<file path="src/hdl/dcie_pkg.sv">
// Constants shared by the dual channel input evaluator.
// Assumes a single 10 MHz clock and APB register access.
`default_nettype none
package dcie_pkg;

   // Register byte offsets
   localparam logic [7:0] REG_CTRL = 8'h00;
   localparam logic [7:0] REG_DT1  = 8'h04;
   localparam logic [7:0] REG_DT2  = 8'h08;
   localparam logic [7:0] REG_FILT = 8'h0c;
   localparam logic [7:0] REG_STAT = 8'h10;
   localparam logic [7:0] REG_ACK  = 8'h14;

   // Control field positions
   localparam int CTRL_MODE  = 0;   // 0 standard, 1 rotary table
   localparam int CTRL_TWO   = 1;   // two-channel enable, pairs at 1..2
   localparam int CTRL_ANTI  = 3;   // 1 antivalent, pairs at 3..4
   localparam int CTRL_RINH  = 5;   // restart inhibit, pairs at 5..6
   localparam int CTRL_SCT   = 8;   // short-circuit test, inputs at 8..11
   localparam int CTRL_W     = 12;

   // Status field positions
   localparam int STAT_PI    = 0;   // process image, 4 bits
   localparam int STAT_PASS  = 4;
   localparam int STAT_ERR   = 5;   // two bits
   localparam int STAT_RUN   = 7;   // two bits
   localparam int STAT_SCT   = 9;   // four bits
   localparam int ACK_BIT    = 0;

   // Reset values
   localparam logic [CTRL_W-1:0] CTRL_RST = 12'h060;
   localparam logic [15:0]       DT_RST   = 16'h0064;  // 100 ms
   localparam logic [15:0]       DT_MIN   = 16'h000a;  // 10 ms
   localparam logic [7:0]        FILT_RST = 8'h03;     // 3 ms

   // Timing: one millisecond tick from the system clock
   localparam int CLK_PERIOD_NS = 100;
   localparam int TICK_NS       = 1000000;
   localparam int TICK_CYCLES   = TICK_NS / CLK_PERIOD_NS;

endpackage
`default_nettype wire

</file>
<file path="src/hdl/dcie_filter.sv">
// One input channel: pin synchroniser and millisecond filter.
// Assumes tick is a one-cycle pulse per millisecond on clock.
`timescale 1ns/1ns
`default_nettype none
module dcie_filter
   import dcie_pkg::*;
(
   input  wire logic       clock,     // System clock
   input  wire logic       reset_n,   // Synchronous reset
   input  wire logic       tick,      // Millisecond enable
   input  wire logic [7:0] filt_ms,   // Filter time, 0 bypasses
   input  wire logic       pin,       // Raw field input
   output logic            level      // Filtered level
);
   logic       sync1;
   logic       sync2;
   logic       sync3;
   logic       cand;
   logic [7:0] cnt;

   // Three-stage synchroniser; only stages two and three are compared
   always_ff @(posedge clock) begin
      if (!reset_n) begin
         sync1 <= 1'b0;
         sync2 <= 1'b0;
         sync3 <= 1'b0;
         cand  <= 1'b0;
      end else begin
         sync1 <= pin;
         sync2 <= sync1;
         sync3 <= sync2;
         if (sync2 == sync3) begin
            cand <= sync3;
         end
      end
   end

   // Level accepted only after persisting the filter time
   always_ff @(posedge clock) begin
      if (!reset_n) begin
         level <= 1'b0;
         cnt   <= 8'h00;
      end else if (cand == level) begin
         cnt <= 8'h00;
      end else if (filt_ms == 8'h00) begin
         level <= cand;                   // RL17
      end else if (tick) begin
         if (cnt + 8'h01 >= filt_ms) begin
            level <= cand;                // RL17
            cnt   <= 8'h00;
         end else begin
            cnt <= cnt + 8'h01;
         end
      end
   end
endmodule
`default_nettype wire

</file>
<file path="src/hdl/dcie_top.sv">
// Dual channel input evaluator: four filtered safety inputs,
// two pairs, valence rules, discrepancy timers and passivation.
// Assumes an APB master on clock and a same-clock acknowledge.
//
// Behaviour
// RL1: Two-channel pair with mismatched short-circuit settings forces both active.
// RL2: Discrepancy timing only in standard mode with two-channel enabled.
// RL3: Per-pair discrepancy time, 10 to 65535 ms, one ms steps.
// RL4: Timer starts at once when the pair first violates its rule.
// RL5: Illegal state beyond the time gives error, passivation, timeout report.
// RL6: Timing works on filtered levels only.
// RL7: Started from one, timer stops only at the valid zero state.
// RL8: Started from zero, timer stops at either valid state.
// RL9: Running timer reports zero for that pair.
// RL10: Any discrepancy error drives all process bits to zero.
// RL11: One acknowledge clears all affected pairs, each per restart inhibit.
// RL12: Per-pair valence select, used only in standard two-channel mode.
// RL13: Antivalent: upper low, lower high sets lower bit; else zero.
// RL14: Equivalent: both high set both bits; mismatches report zero.
// RL15: Inputs one and two form pair one, three and four pair two.
// RL16: Without two-channel, each input reports in its own bit.
// RL17: Levels accepted after the filter time; zero bypasses filter.
// RL18: Without restart inhibit, acknowledge succeeds once rule is met.
// RL19: Millisecond tick; sixteen-bit down counter loaded at timer start.
// RL20: Passivation holds until valid acknowledge; reset clears it all.
`timescale 1ns/1ns
`default_nettype none
module dcie_top
   import dcie_pkg::*;
#(
   parameter int TICK_LEN = TICK_CYCLES  // Clock cycles per millisecond
)
(
   input  wire logic        clock,              // System clock
   input  wire logic        reset_n,            // Synchronous reset
   input  wire logic        psel,               // APB select
   input  wire logic        penable,            // APB enable
   input  wire logic        pwrite,             // APB direction
   input  wire logic [7:0]  paddr,              // APB byte address
   input  wire logic [31:0] pwdata,             // APB write data
   output logic [31:0]      prdata,             // APB read data
   output logic             pready,             // APB ready
   output logic             pslverr,            // APB error
   input  wire logic        pair1_lower_input,  // Field input one
   input  wire logic        pair1_upper_input,  // Field input two
   input  wire logic        pair2_lower_input,  // Field input three
   input  wire logic        pair2_upper_input,  // Field input four
   input  wire logic        ack,                // Controller acknowledge pulse
   output logic [3:0]       process_image,      // Safe process bits
   output logic [1:0]       diag_timeout,       // Discrepancy timeout per pair
   output logic             passivated,         // Module passivated
   output logic [3:0]       sc_test_active      // Effective short-circuit test
);
   logic [CTRL_W-1:0] ctrl;
   logic [15:0]       dtime [2];
   logic [7:0]        filt_ms;
   logic [15:0]       next_dtime;
   logic              ack_wr;
   logic              ack_any;
   logic [15:0]       tick_cnt;
   logic              tick;
   logic [3:0]        pins;
   logic [3:0]        filt;
   logic [1:0]        running;
   logic [1:0]        err;
   logic [1:0]        err_set;
   logic [1:0]        err_clr;
   logic [1:0]        eval_en;
   logic [1:0]        valid0;
   logic [1:0]        valid1;
   logic [1:0]        illegal;
   logic [1:0]        rep;
   logic [1:0]        start_val;
   logic [15:0]       cnt [2];
   logic [3:0]        next_image;
   logic [3:0]        next_sct;
   logic [31:0]       next_rdata;
   logic              next_err;
   logic              access_wr;

   // Millisecond enable from the system clock
   always_ff @(posedge clock) begin
      if (!reset_n) begin
         tick_cnt <= 16'h0000;
         tick     <= 1'b0;
      end else if (tick_cnt >= 16'(TICK_LEN - 1)) begin
         tick_cnt <= 16'h0000;
         tick     <= 1'b1;                     // RL19
      end else begin
         tick_cnt <= tick_cnt + 16'h0001;
         tick     <= 1'b0;
      end
   end

   // Input order: lower inputs at even bits, upper at odd
   assign pins = {pair2_upper_input, pair2_lower_input,
                  pair1_upper_input, pair1_lower_input};  // RL15

   // One filter per input channel
   genvar gi;
   generate
      for (gi = 0; gi < 4; gi++) begin : g_in
         dcie_filter u_filt (
            .clock   (clock),
            .reset_n (reset_n),
            .tick    (tick),
            .filt_ms (filt_ms),
            .pin     (pins[gi]),
            .level   (filt[gi])
         );
      end
   endgenerate

   // APB: always ready; write at the access edge
   assign pready    = 1'b1;
   assign access_wr = psel && penable && pwrite;
   assign ack_wr    = access_wr && (paddr == REG_ACK) && pwdata[ACK_BIT];
   assign ack_any   = ack || ack_wr;

   // Short writes clamp to the least legal time
   assign next_dtime = (pwdata[15:0] < DT_MIN) ? DT_MIN : pwdata[15:0];  // RL3

   // Configuration registers
   always_ff @(posedge clock) begin
      if (!reset_n) begin
         ctrl     <= CTRL_RST;
         dtime[0] <= DT_RST;
         dtime[1] <= DT_RST;
         filt_ms  <= FILT_RST;
      end else if (access_wr) begin
         case (paddr)
            REG_CTRL: ctrl     <= pwdata[CTRL_W-1:0];
            REG_DT1:  dtime[0] <= next_dtime;    // RL3
            REG_DT2:  dtime[1] <= next_dtime;    // RL3
            REG_FILT: filt_ms  <= pwdata[7:0];
            default:  ;
         endcase
      end
   end

   // Read data and error captured in the setup cycle
   always_comb begin
      next_rdata = 32'h0000_0000;
      next_err   = 1'b0;
      case (paddr)
         REG_CTRL: next_rdata[CTRL_W-1:0] = ctrl;
         REG_DT1:  next_rdata[15:0]       = dtime[0];
         REG_DT2:  next_rdata[15:0]       = dtime[1];
         REG_FILT: next_rdata[7:0]        = filt_ms;
         REG_STAT: begin
            next_rdata[STAT_PI +: 4]  = process_image;
            next_rdata[STAT_PASS]     = passivated;
            next_rdata[STAT_ERR +: 2] = err;
            next_rdata[STAT_RUN +: 2] = running;
            next_rdata[STAT_SCT +: 4] = sc_test_active;
         end
         REG_ACK:  ;
         default:  next_err = 1'b1;
      endcase
   end

   // Answer held from setup so it stands through the access phase
   always_ff @(posedge clock) begin
      if (!reset_n) begin
         prdata  <= 32'h0000_0000;
         pslverr <= 1'b0;
      end else if (psel && !penable) begin
         prdata  <= pwrite ? 32'h0000_0000 : next_rdata;
         pslverr <= next_err;
      end
   end

   // Per-pair valence decode and timer
   genvar gp;
   generate
      for (gp = 0; gp < 2; gp++) begin : g_pair
         logic lo;
         logic up;
         logic anti;
         logic stop;
         logic ack_ok;
         assign lo   = filt[2*gp];                 // RL6
         assign up   = filt[2*gp+1];               // RL6
         assign anti = ctrl[CTRL_ANTI+gp];         // RL12
         // Evaluation only in standard mode with two channels
         assign eval_en[gp] = !ctrl[CTRL_MODE] && ctrl[CTRL_TWO+gp];  // RL2
         assign valid1[gp]  = anti ? (!up && lo) : (up && lo);        // RL13
         assign valid0[gp]  = anti ? (up && !lo) : (!up && !lo);      // RL14
         assign illegal[gp] = !valid0[gp] && !valid1[gp];
         // Stop depends on the value reported when timing began
         assign stop = start_val[gp] ? valid0[gp]                     // RL7
                                     : (valid0[gp] || valid1[gp]);    // RL8
         // Inhibit demands the safe zero state, else any legal state
         assign ack_ok = ctrl[CTRL_RINH+gp] ? valid0[gp]
                                            : !illegal[gp];           // RL18
         assign err_clr[gp] = ack_any && ack_ok;                      // RL11
         assign err_set[gp] = running[gp] && !stop && tick
                              && (cnt[gp] == 16'h0000);               // RL5

         // Timer state, cleared by reset and when evaluation is off
         always_ff @(posedge clock) begin
            if (!reset_n) begin
               running[gp]   <= 1'b0;
               start_val[gp] <= 1'b0;
               rep[gp]       <= 1'b0;
               cnt[gp]       <= 16'h0000;
            end else if (!eval_en[gp] || err[gp]) begin
               running[gp] <= 1'b0;                                   // RL2
               rep[gp]     <= 1'b0;
            end else if (!running[gp]) begin
               if (illegal[gp]) begin
                  running[gp]   <= 1'b1;                              // RL4
                  start_val[gp] <= rep[gp];
                  cnt[gp]       <= dtime[gp];                         // RL19
               end else begin
                  rep[gp] <= valid1[gp];
               end
            end else if (stop) begin
               running[gp] <= 1'b0;
               rep[gp]     <= valid1[gp];
            end else if (err_set[gp]) begin
               running[gp] <= 1'b0;                                   // RL5
            end else if (tick) begin
               cnt[gp] <= cnt[gp] - 16'h0001;                         // RL19
            end
         end

         // Sticky error; a new timeout wins over an acknowledge
         always_ff @(posedge clock) begin
            if (!reset_n) begin
               err[gp] <= 1'b0;                                       // RL20
            end else if (err_set[gp]) begin
               err[gp] <= 1'b1;                                       // RL5
            end else if (err_clr[gp]) begin
               err[gp] <= 1'b0;                                       // RL20
            end
         end

         // Pair contribution to the process image
         always_comb begin
            if (!eval_en[gp]) begin
               next_image[2*gp+1 -: 2] = {up, lo};                    // RL16
            end else if (running[gp]) begin
               next_image[2*gp+1 -: 2] = 2'b00;                       // RL9
            end else if (anti) begin
               next_image[2*gp+1 -: 2] = {1'b0, valid1[gp]};          // RL13
            end else begin
               next_image[2*gp+1 -: 2] = {valid1[gp], valid1[gp]};    // RL14
            end
         end

         // Mismatched short-circuit settings on a two-channel pair force the test on
         always_comb begin
            if (ctrl[CTRL_TWO+gp]
                && (ctrl[CTRL_SCT+2*gp] != ctrl[CTRL_SCT+2*gp+1])) begin
               next_sct[2*gp+1 -: 2] = 2'b11;                         // RL1
            end else begin
               next_sct[2*gp+1 -: 2] = ctrl[CTRL_SCT+2*gp +: 2];
            end
         end
      end
   endgenerate

   // Registered outputs; any error zeroes every input bit
   always_ff @(posedge clock) begin
      if (!reset_n) begin
         process_image  <= 4'h0;
         diag_timeout   <= 2'b00;
         passivated     <= 1'b0;
         sc_test_active <= 4'h0;
      end else begin
         passivated     <= |err;                                      // RL10
         diag_timeout   <= err;                                       // RL5
         sc_test_active <= next_sct;                                  // RL1
         process_image  <= (|err) ? 4'h0 : next_image;                // RL10
      end
   end
endmodule
`default_nettype wire

</file>
<file path="config.mk">
export PLATFORM = sky130hd
export DESIGN_NAME = dcie_top
export DESIGN_NICKNAME = d
export VERILOG_FILES = /design/src/hdl/dcie_pkg.sv /design/src/hdl/dcie_filter.sv /design/src/hdl/dcie_top.sv
export SDC_FILE = /design/constraint.sdc
export NUM_CORES = 1
export LEC_CHECK = 0
export BUFFER_PORTS_ARGS = -buffer_cell sky130_fd_sc_hd__buf_2
export CORE_AREA = 2 2 129 131
export CTS_CLUSTER_DIAMETER = 30
export DETAILED_ROUTE_END_ITERATION = 7
export DIE_AREA = 0 0 131 133
export GPL_TIMING_DRIVEN = 0
export PLACE_DENSITY_LB_ADDON = 0.15
export SYNTH_ARGS = -nofsm -noshare
export SYNTH_HDL_FRONTEND = slang
export SYNTH_SLANG_ARGS = --single-unit
</file>
<file path="constraint.sdc">
create_clock -name clock -period 4 [get_ports clock]
set_input_delay 0.2 -clock clock [delete_from_list [all_inputs] [get_ports clock]]
set_output_delay 0.2 -clock clock [all_outputs]
set_load 0.005 [all_outputs]
</file>
# Yosys cells after proc, flatten, opt, wreduce, memory -nomap -nowiden
# Memory sizes are Yosys's and may differ from the RTL's.
# Index checks and enable logic that the tools add are counted.
totals:
  regBits: 141
  latchBits: 0
  mem_bits_rw: 64
  mem_bits_ro: 0
  input_bits: 50
  out_inout_bits: 45
  word_cells: 266
  n_memories: 2
op_classes:
  n_addsub: 7
  multipliers: 0
  div_mod_pow: 0
  magnitude_cmp: 6
  eq_ne: 19
  n_shift: 0
  n_mux: 94
  bitwise_logic: 16
  reduce_logical: 80
mem_list:
  columns: ["name", "depth", "width", "rd", "rd_clocked_by_memory_dff", "write_ports", "line_no", "text"]
  rows:
  - ["cnt", 2, 16, 2, 0, 2, "dcie_top.sv:74", "logic [15:0] cnt [2];"]
  - ["dtime", 2, 16, 2, 0, 2, "dcie_top.sv:55", "logic [15:0] dtime [2];"]
op_table:
  columns: ["operator", "n"]
  rows:
  - ["16-bit two-way mux", 8]
  - ["1-bit two-way mux", 70]
  - ["8-bit one-hot mux with 5 select lines", 1]
  - ["8-bit by 1-bit adder with 8-bit output (second input constant)", 4]
  - ["8-bit >= comparator", 4]
  - ["16-bit zero test", 2]
  - ["8-bit two-way mux", 4]
  - ["16-bit by 1-bit subtractor with 16-bit output (second input constant)", 2]
  - ["1-bit logical AND", 27]
  - ["3-bit AND reduction", 6]
  - ["16-bit by 1-bit adder with 16-bit output (second input constant)", 1]
  - ["8-bit by 4-bit equality test with 1-bit output (second input constant)", 2]
  - ["8-bit by 5-bit equality test with 1-bit output (second input constant)", 2]
  - ["16-bit by 14-bit >= comparator with 1-bit output (second input constant)", 1]
  - ["1-bit zero test", 16]
  - ["8-bit zero test", 2]
  - ["16-bit by 4-bit < comparator with 1-bit output (second input constant)", 1]
  - ["2-bit two-way mux", 8]
  - ["4-bit one-hot mux with 4 select lines", 1]
  - ["2-bit OR reduction", 8]
  - ["2-bit nonzero test", 7]
  - ["1-bit NOT", 10]
  - ["2-bit AND reduction", 5]
  - ["1-bit equality test", 8]
  - ["10 further kinds", 22]

# Logic depth before layout (Yosys ltp)
logic_depth:
  depth_word: 16
  depth_mapped: 12
  depth_no_buf: 11

# Hierarchy
# Synthesis repeated with hierarchy kept, for this count alone.
hier_totals:
  hier_cells: 1032
  area_unflattened_um2: 9915.8
by_module_without_submodules:
  columns: ["mod", "n_inst", "cells_each", "area_each_um2", "seq_area_each_um2"]
  rows:
  - ["dcie_top", 1, 624, 6517.5, 3383.2]
  - ["dcie_filter", 4, 102, 849.6, 260.2]

# Worst setup path before layout
# No wires, ideal clock.
synth_timing:
  kind: "register to register"
  startpoint: "memory cnt[1][3]"
  endpoint: "memory cnt[1][0], enable pin"
  setup_time_ns: 0.416
  t_arrival_ns: 2.380
  required_ns: 3.584
  setup_slack_ns: 1.204
  path_stages_with_launch: 8
  n_path_buf: 1
  period_less_slack_ns: 2.796
  path_cell_list: "edfxtp_1 -> or4_4 -> nor4_4 -> nand2_2 -> nor4b_4 -> nand3b_1 -> buf_4 -> nand3b_1"
synth_rtl:
  columns: ["element", "line_no"]
  rows:
  - ["start: declaration", "dcie_top.sv:74"]

==> metrics list <==
- Of all nets on the critical path, the largest fanout is 16.
- For this design, the slowest cell found on the critical path is nand3b_1.
- 1st-iter DRT viols: 688
* Post CTS Setup Buffer Count: 0
- The startpoint identified for the worst register-to-register timing path is cnt[0][6]$_DFFE_PP_.
- The cell that appears most often on the critical path is nand3b_1.
* Vias post-DR: 7508
- Top post-synthesis cells by area: dfxtp_1 (27%), edfxtp_1 (21%), ha_1 (5.5%)
- For this configuration, the core starts out at a cell density of 0.579.
- Of the total synthesized cell area, the portion taken by full adders, half adders and majority gates is 0.0548.
- Using the TritonRoute via totals, the vias-per-cell ratio works out to 5.80.
- Number of resized instances in the post-cts repair step: 0
- Setup repair after global routing left no endpoint under its margin.
* Layout area overhead: 13.7%
* Number of port buffers: 58
- Startpoint type of the worst setup path: flip-flop
- The initial antenna violation count is 0.
- Final worst clock skew: 0.00852 ns
- Multi-input logic area: 4680 sq um
* Type of the most critical hold path: input pin to flip-flop
- Overflow left after global routing: 0
- Ys flop type: dfxtp_1
- For this run, the number of Yosys warnings is 0.
* GRT Total Usage: 0.270
* Storage element area: 4420 sq um
- The first global-routing pass estimated 35700 um of wire.
- Part of the cycle the worst path needs: 0.862
- Share of total power consumed by net switching: 0.226
- Core area: 16200 sq um
* Final #Nets: 1153
* Die Outline Area: 17400 sq um
- Start point of the critical path: cnt[0][6]$_DFFE_PP_
- Source-to-sink clock delay at the later pin of the worst-skew pair: 0.44 ns
- In the routed design, unresolved DRC markers number 0.
- Most used standard cells in the synthesized netlist: dfxtp_1 (125), nand2_1 (125), edfxtp_1 (64), nor2_1 (64), o21ai_0 (59)
* Post-synthesis async set-or-reset flop share: 0
- Headroom to the max-slew limit came out at 0.298.
- Type of the setup path with the least slack: flip-flop to flip-flop
- The cell sitting at the root of the clock tree is a clkbuf_16.
- Register area share after synthesis: 0.473
* Internal power: 0.00308 W
- The compound-cell area share of the yosys netlist was 0.152.
* Max Fclk: 0.290 GHz
* Cell-by-cell listing of the critical path: or4_1, nor3_1, nand4_1, nand3b_1, clkbuf_1, nand3b_1
- Clock Path Buffers: 2
- Setup TNS after final layout: 0 ns
- Final number of max-transition violations: 0
- Vias in the first global route: 6992
* Number of hold violations in the final report: 0
* Count of flip-flops with a built-in enable after synthesis: 64
* Clock edge transition at the registers on the reported setup and hold paths: 0.07 ns
- Post-synth design cell area: 9360 sq um
- Once placement finished, the instance area stood at 9990 sq um.
- Top-area cell type share of the netlist area: 0.267
- Final std cell area, no fill: 10600 sq um
- The clock tree synthesis step divided the H-tree into 4 levels.
- Dominant combinational cell family by area after synthesis: simple AND/OR/NAND/NOR gates
* Max IR drop VDD: 315 uV
- Number of placement rows: 47
- Worst slew pin tran: 1.04 ns
- Post-Syn Area per Cell: 9.71 sq um
* Clk network pwr share: 0.441
* Part of the power in registers: 0.514
* Layout cell share with drive strength beyond 1: 0.123
- Antenna-violating nets left: 0
* Yosys top cell by area: dfxtp_1
- TritonCTS built the clock tree.
- For this run, the share of the core covered by cells in the final layout is 0.658.
- Unique cell type count in the Yosys netlist: 55
- The run finished with clean final reports.
- Antenna fix cells: 0
- Max cap viols: 0
* Power per cell area: 374 nW/um^2
- Fill cells in the final layout number 1347.
* Post-synthesis mux area share: 0.0343
- Net switching power of the design: 0.000902 W
- Setup violations remaining at the end of the flow were counted as 0.
* Basic-gate share of the synthesized area counting and, or, nand and nor cells: 0.191
- In this run the vertical extent of the chip is 133 um.
- Final HPWL DP: 17100 um
- Synthesized netlist cell count: 964
- Post-Synth XOR/XNOR Area: 0.0599
- In this run the count of I/O pins placed on the die edge is 95.
- Synthesis inferred 189 register bits.
- Wires add up to 22900 um.
- Detailed-route wire length per cell: 17.7 um
* Largest net degree at the start of global routing: 18
- Clock tree synthesis inserted a total of 17 buffers.
- The worst setup path is captured at a flip-flop.
* Worst hold path startpoint: pwdata[9]
- The analysis attributes to cell leakage a power of 4.22 nW.
* Global placement routability congestion: 0.919
* Req. time, crit path: 3.97 ns
- From left edge to right edge, the die measures 131 um.
- Post-cts hold buffer count: 4
- Of the total power, combinational logic draws 0.044.
- Arrival time of the worst setup path: 3.41 ns
* TritonRoute pass-1 iters: 5
* Min Tclk post-route: 3.45 ns
* Longest individual stage delay on the worst path: 0.64 ns
- Number of clock sinks seen by CTS: 189
-- power by group through the flow --
stage	clock, W	combinational (W)	sequential [W]
2_1_floorplan	0	0.000110	0.00208
3_3_place_gp	0	0.000167	0.00209
3_5_place_dp	0	0.000169	0.00209
4_1_cts	0.00178	0.000173	0.00205
5_1_grt	0.00185	0.000192	0.00205
6_report	0.00176	0.000176	0.00205
-- sequential cells by signal, summed over array words and instances, names as in the netlist, 4 cells and up --
register           count
sc_test_active         4
dtime                 32
process_image          4
g_in.u_filt.sync1      4
g_in.u_filt.cand       4
cnt                   32
prdata                16
tick_cnt              16
g_in.u_filt.sync2      4
filt_ms                8
g_in.u_filt.level      4
g_in.u_filt.cnt       32
g_in.u_filt.sync3      4
ctrl                  12
-- placed cells by master (no fill, tap or decap), types with 18 or more instances in the layout --
cell type  synthesis  routed
a21oi_1           25      25
nor4_1            18      18
inv_1             18      18
nand3_1           33      33
xnor2_1           40      40
nor2b_1           20      20
nand2_1          125     125
a32o_1            21      21
and2_1            29      29
dfxtp_1          125     125
a22oi_1           20      20
conb_1             2      19
buf_4             18      18
ha_1              41      41
clkbuf_1          30      30
xor2_1            24      24
mux2i_1           22      22
edfxtp_1          64      64
o21ai_0           59      58
nor2_1            64      64
buf_2              1      59
a21boi_0          18      18
-- worst max-delay path: cells and delay by family (launching register included) --
kind,cells,cell delay [ns]
buf+inv,1,0.38
flops,1,0.42
simple gates,5,2.16
-- metal layers --
layer	wire length, um	global-route usage
met5	0	0
met3	1560	0.0586
met1	10100	0.360
met4	606	0.0975
met2	10700	0.431
-- worst paths after layout --
path | cells after the start | slack [ns] | to
worst min-delay path | 3 | 0.03 | ctrl[9]$_SDFFE_PN0P_
worst min register to register | 1 | 0.43 | g_in[3].u_filt.sync2$_SDFF_PN0_
worst max register to register | 6 | 0.55 | cnt[0][3]$_DFFE_PP_
worst max-delay path | 6 | 0.55 | cnt[0][3]$_DFFE_PP_
-- area by class of cell --
class                      count  area share
inverter                      18     0.00635
multi-input combinational    725       0.440
sequential                   189       0.416
tap                          220      0.0259
buffer                        49      0.0238
timing repair buffer          62      0.0310
clock buffer                  17      0.0400
clock inverter                15      0.0169
-- metrics by stage --
step | power (W) | std cells | hold WS, ns | setup slack, ns
finish | 0.00398 | 1295 | 0.0290 | 0.554
global route | 0.00409 | 1295 | 0.0573 | 0.257
CTS | 0.00400 | 1295 | 0.0232 | 0.528
detailed placement | 0.00226 | 1259 | 0.410 | 0.534
global placement | 0.00226 | 1259 | 0.405 | 0.432
floorplan | 0.00219 | 981 | 0.324 | 1.20
-- logic make-up after synthesis --
group                      count (synthesis)
and+or+nand+nor                          360
buffers and inverters                     67
adders and majority gates                 41
DFF                                      189
other                                      2
muxes                                     31
AOI/OAI and AO/OA                        210
xor gates and xnor gates                  64
Power figures use the tool's default switching activity.
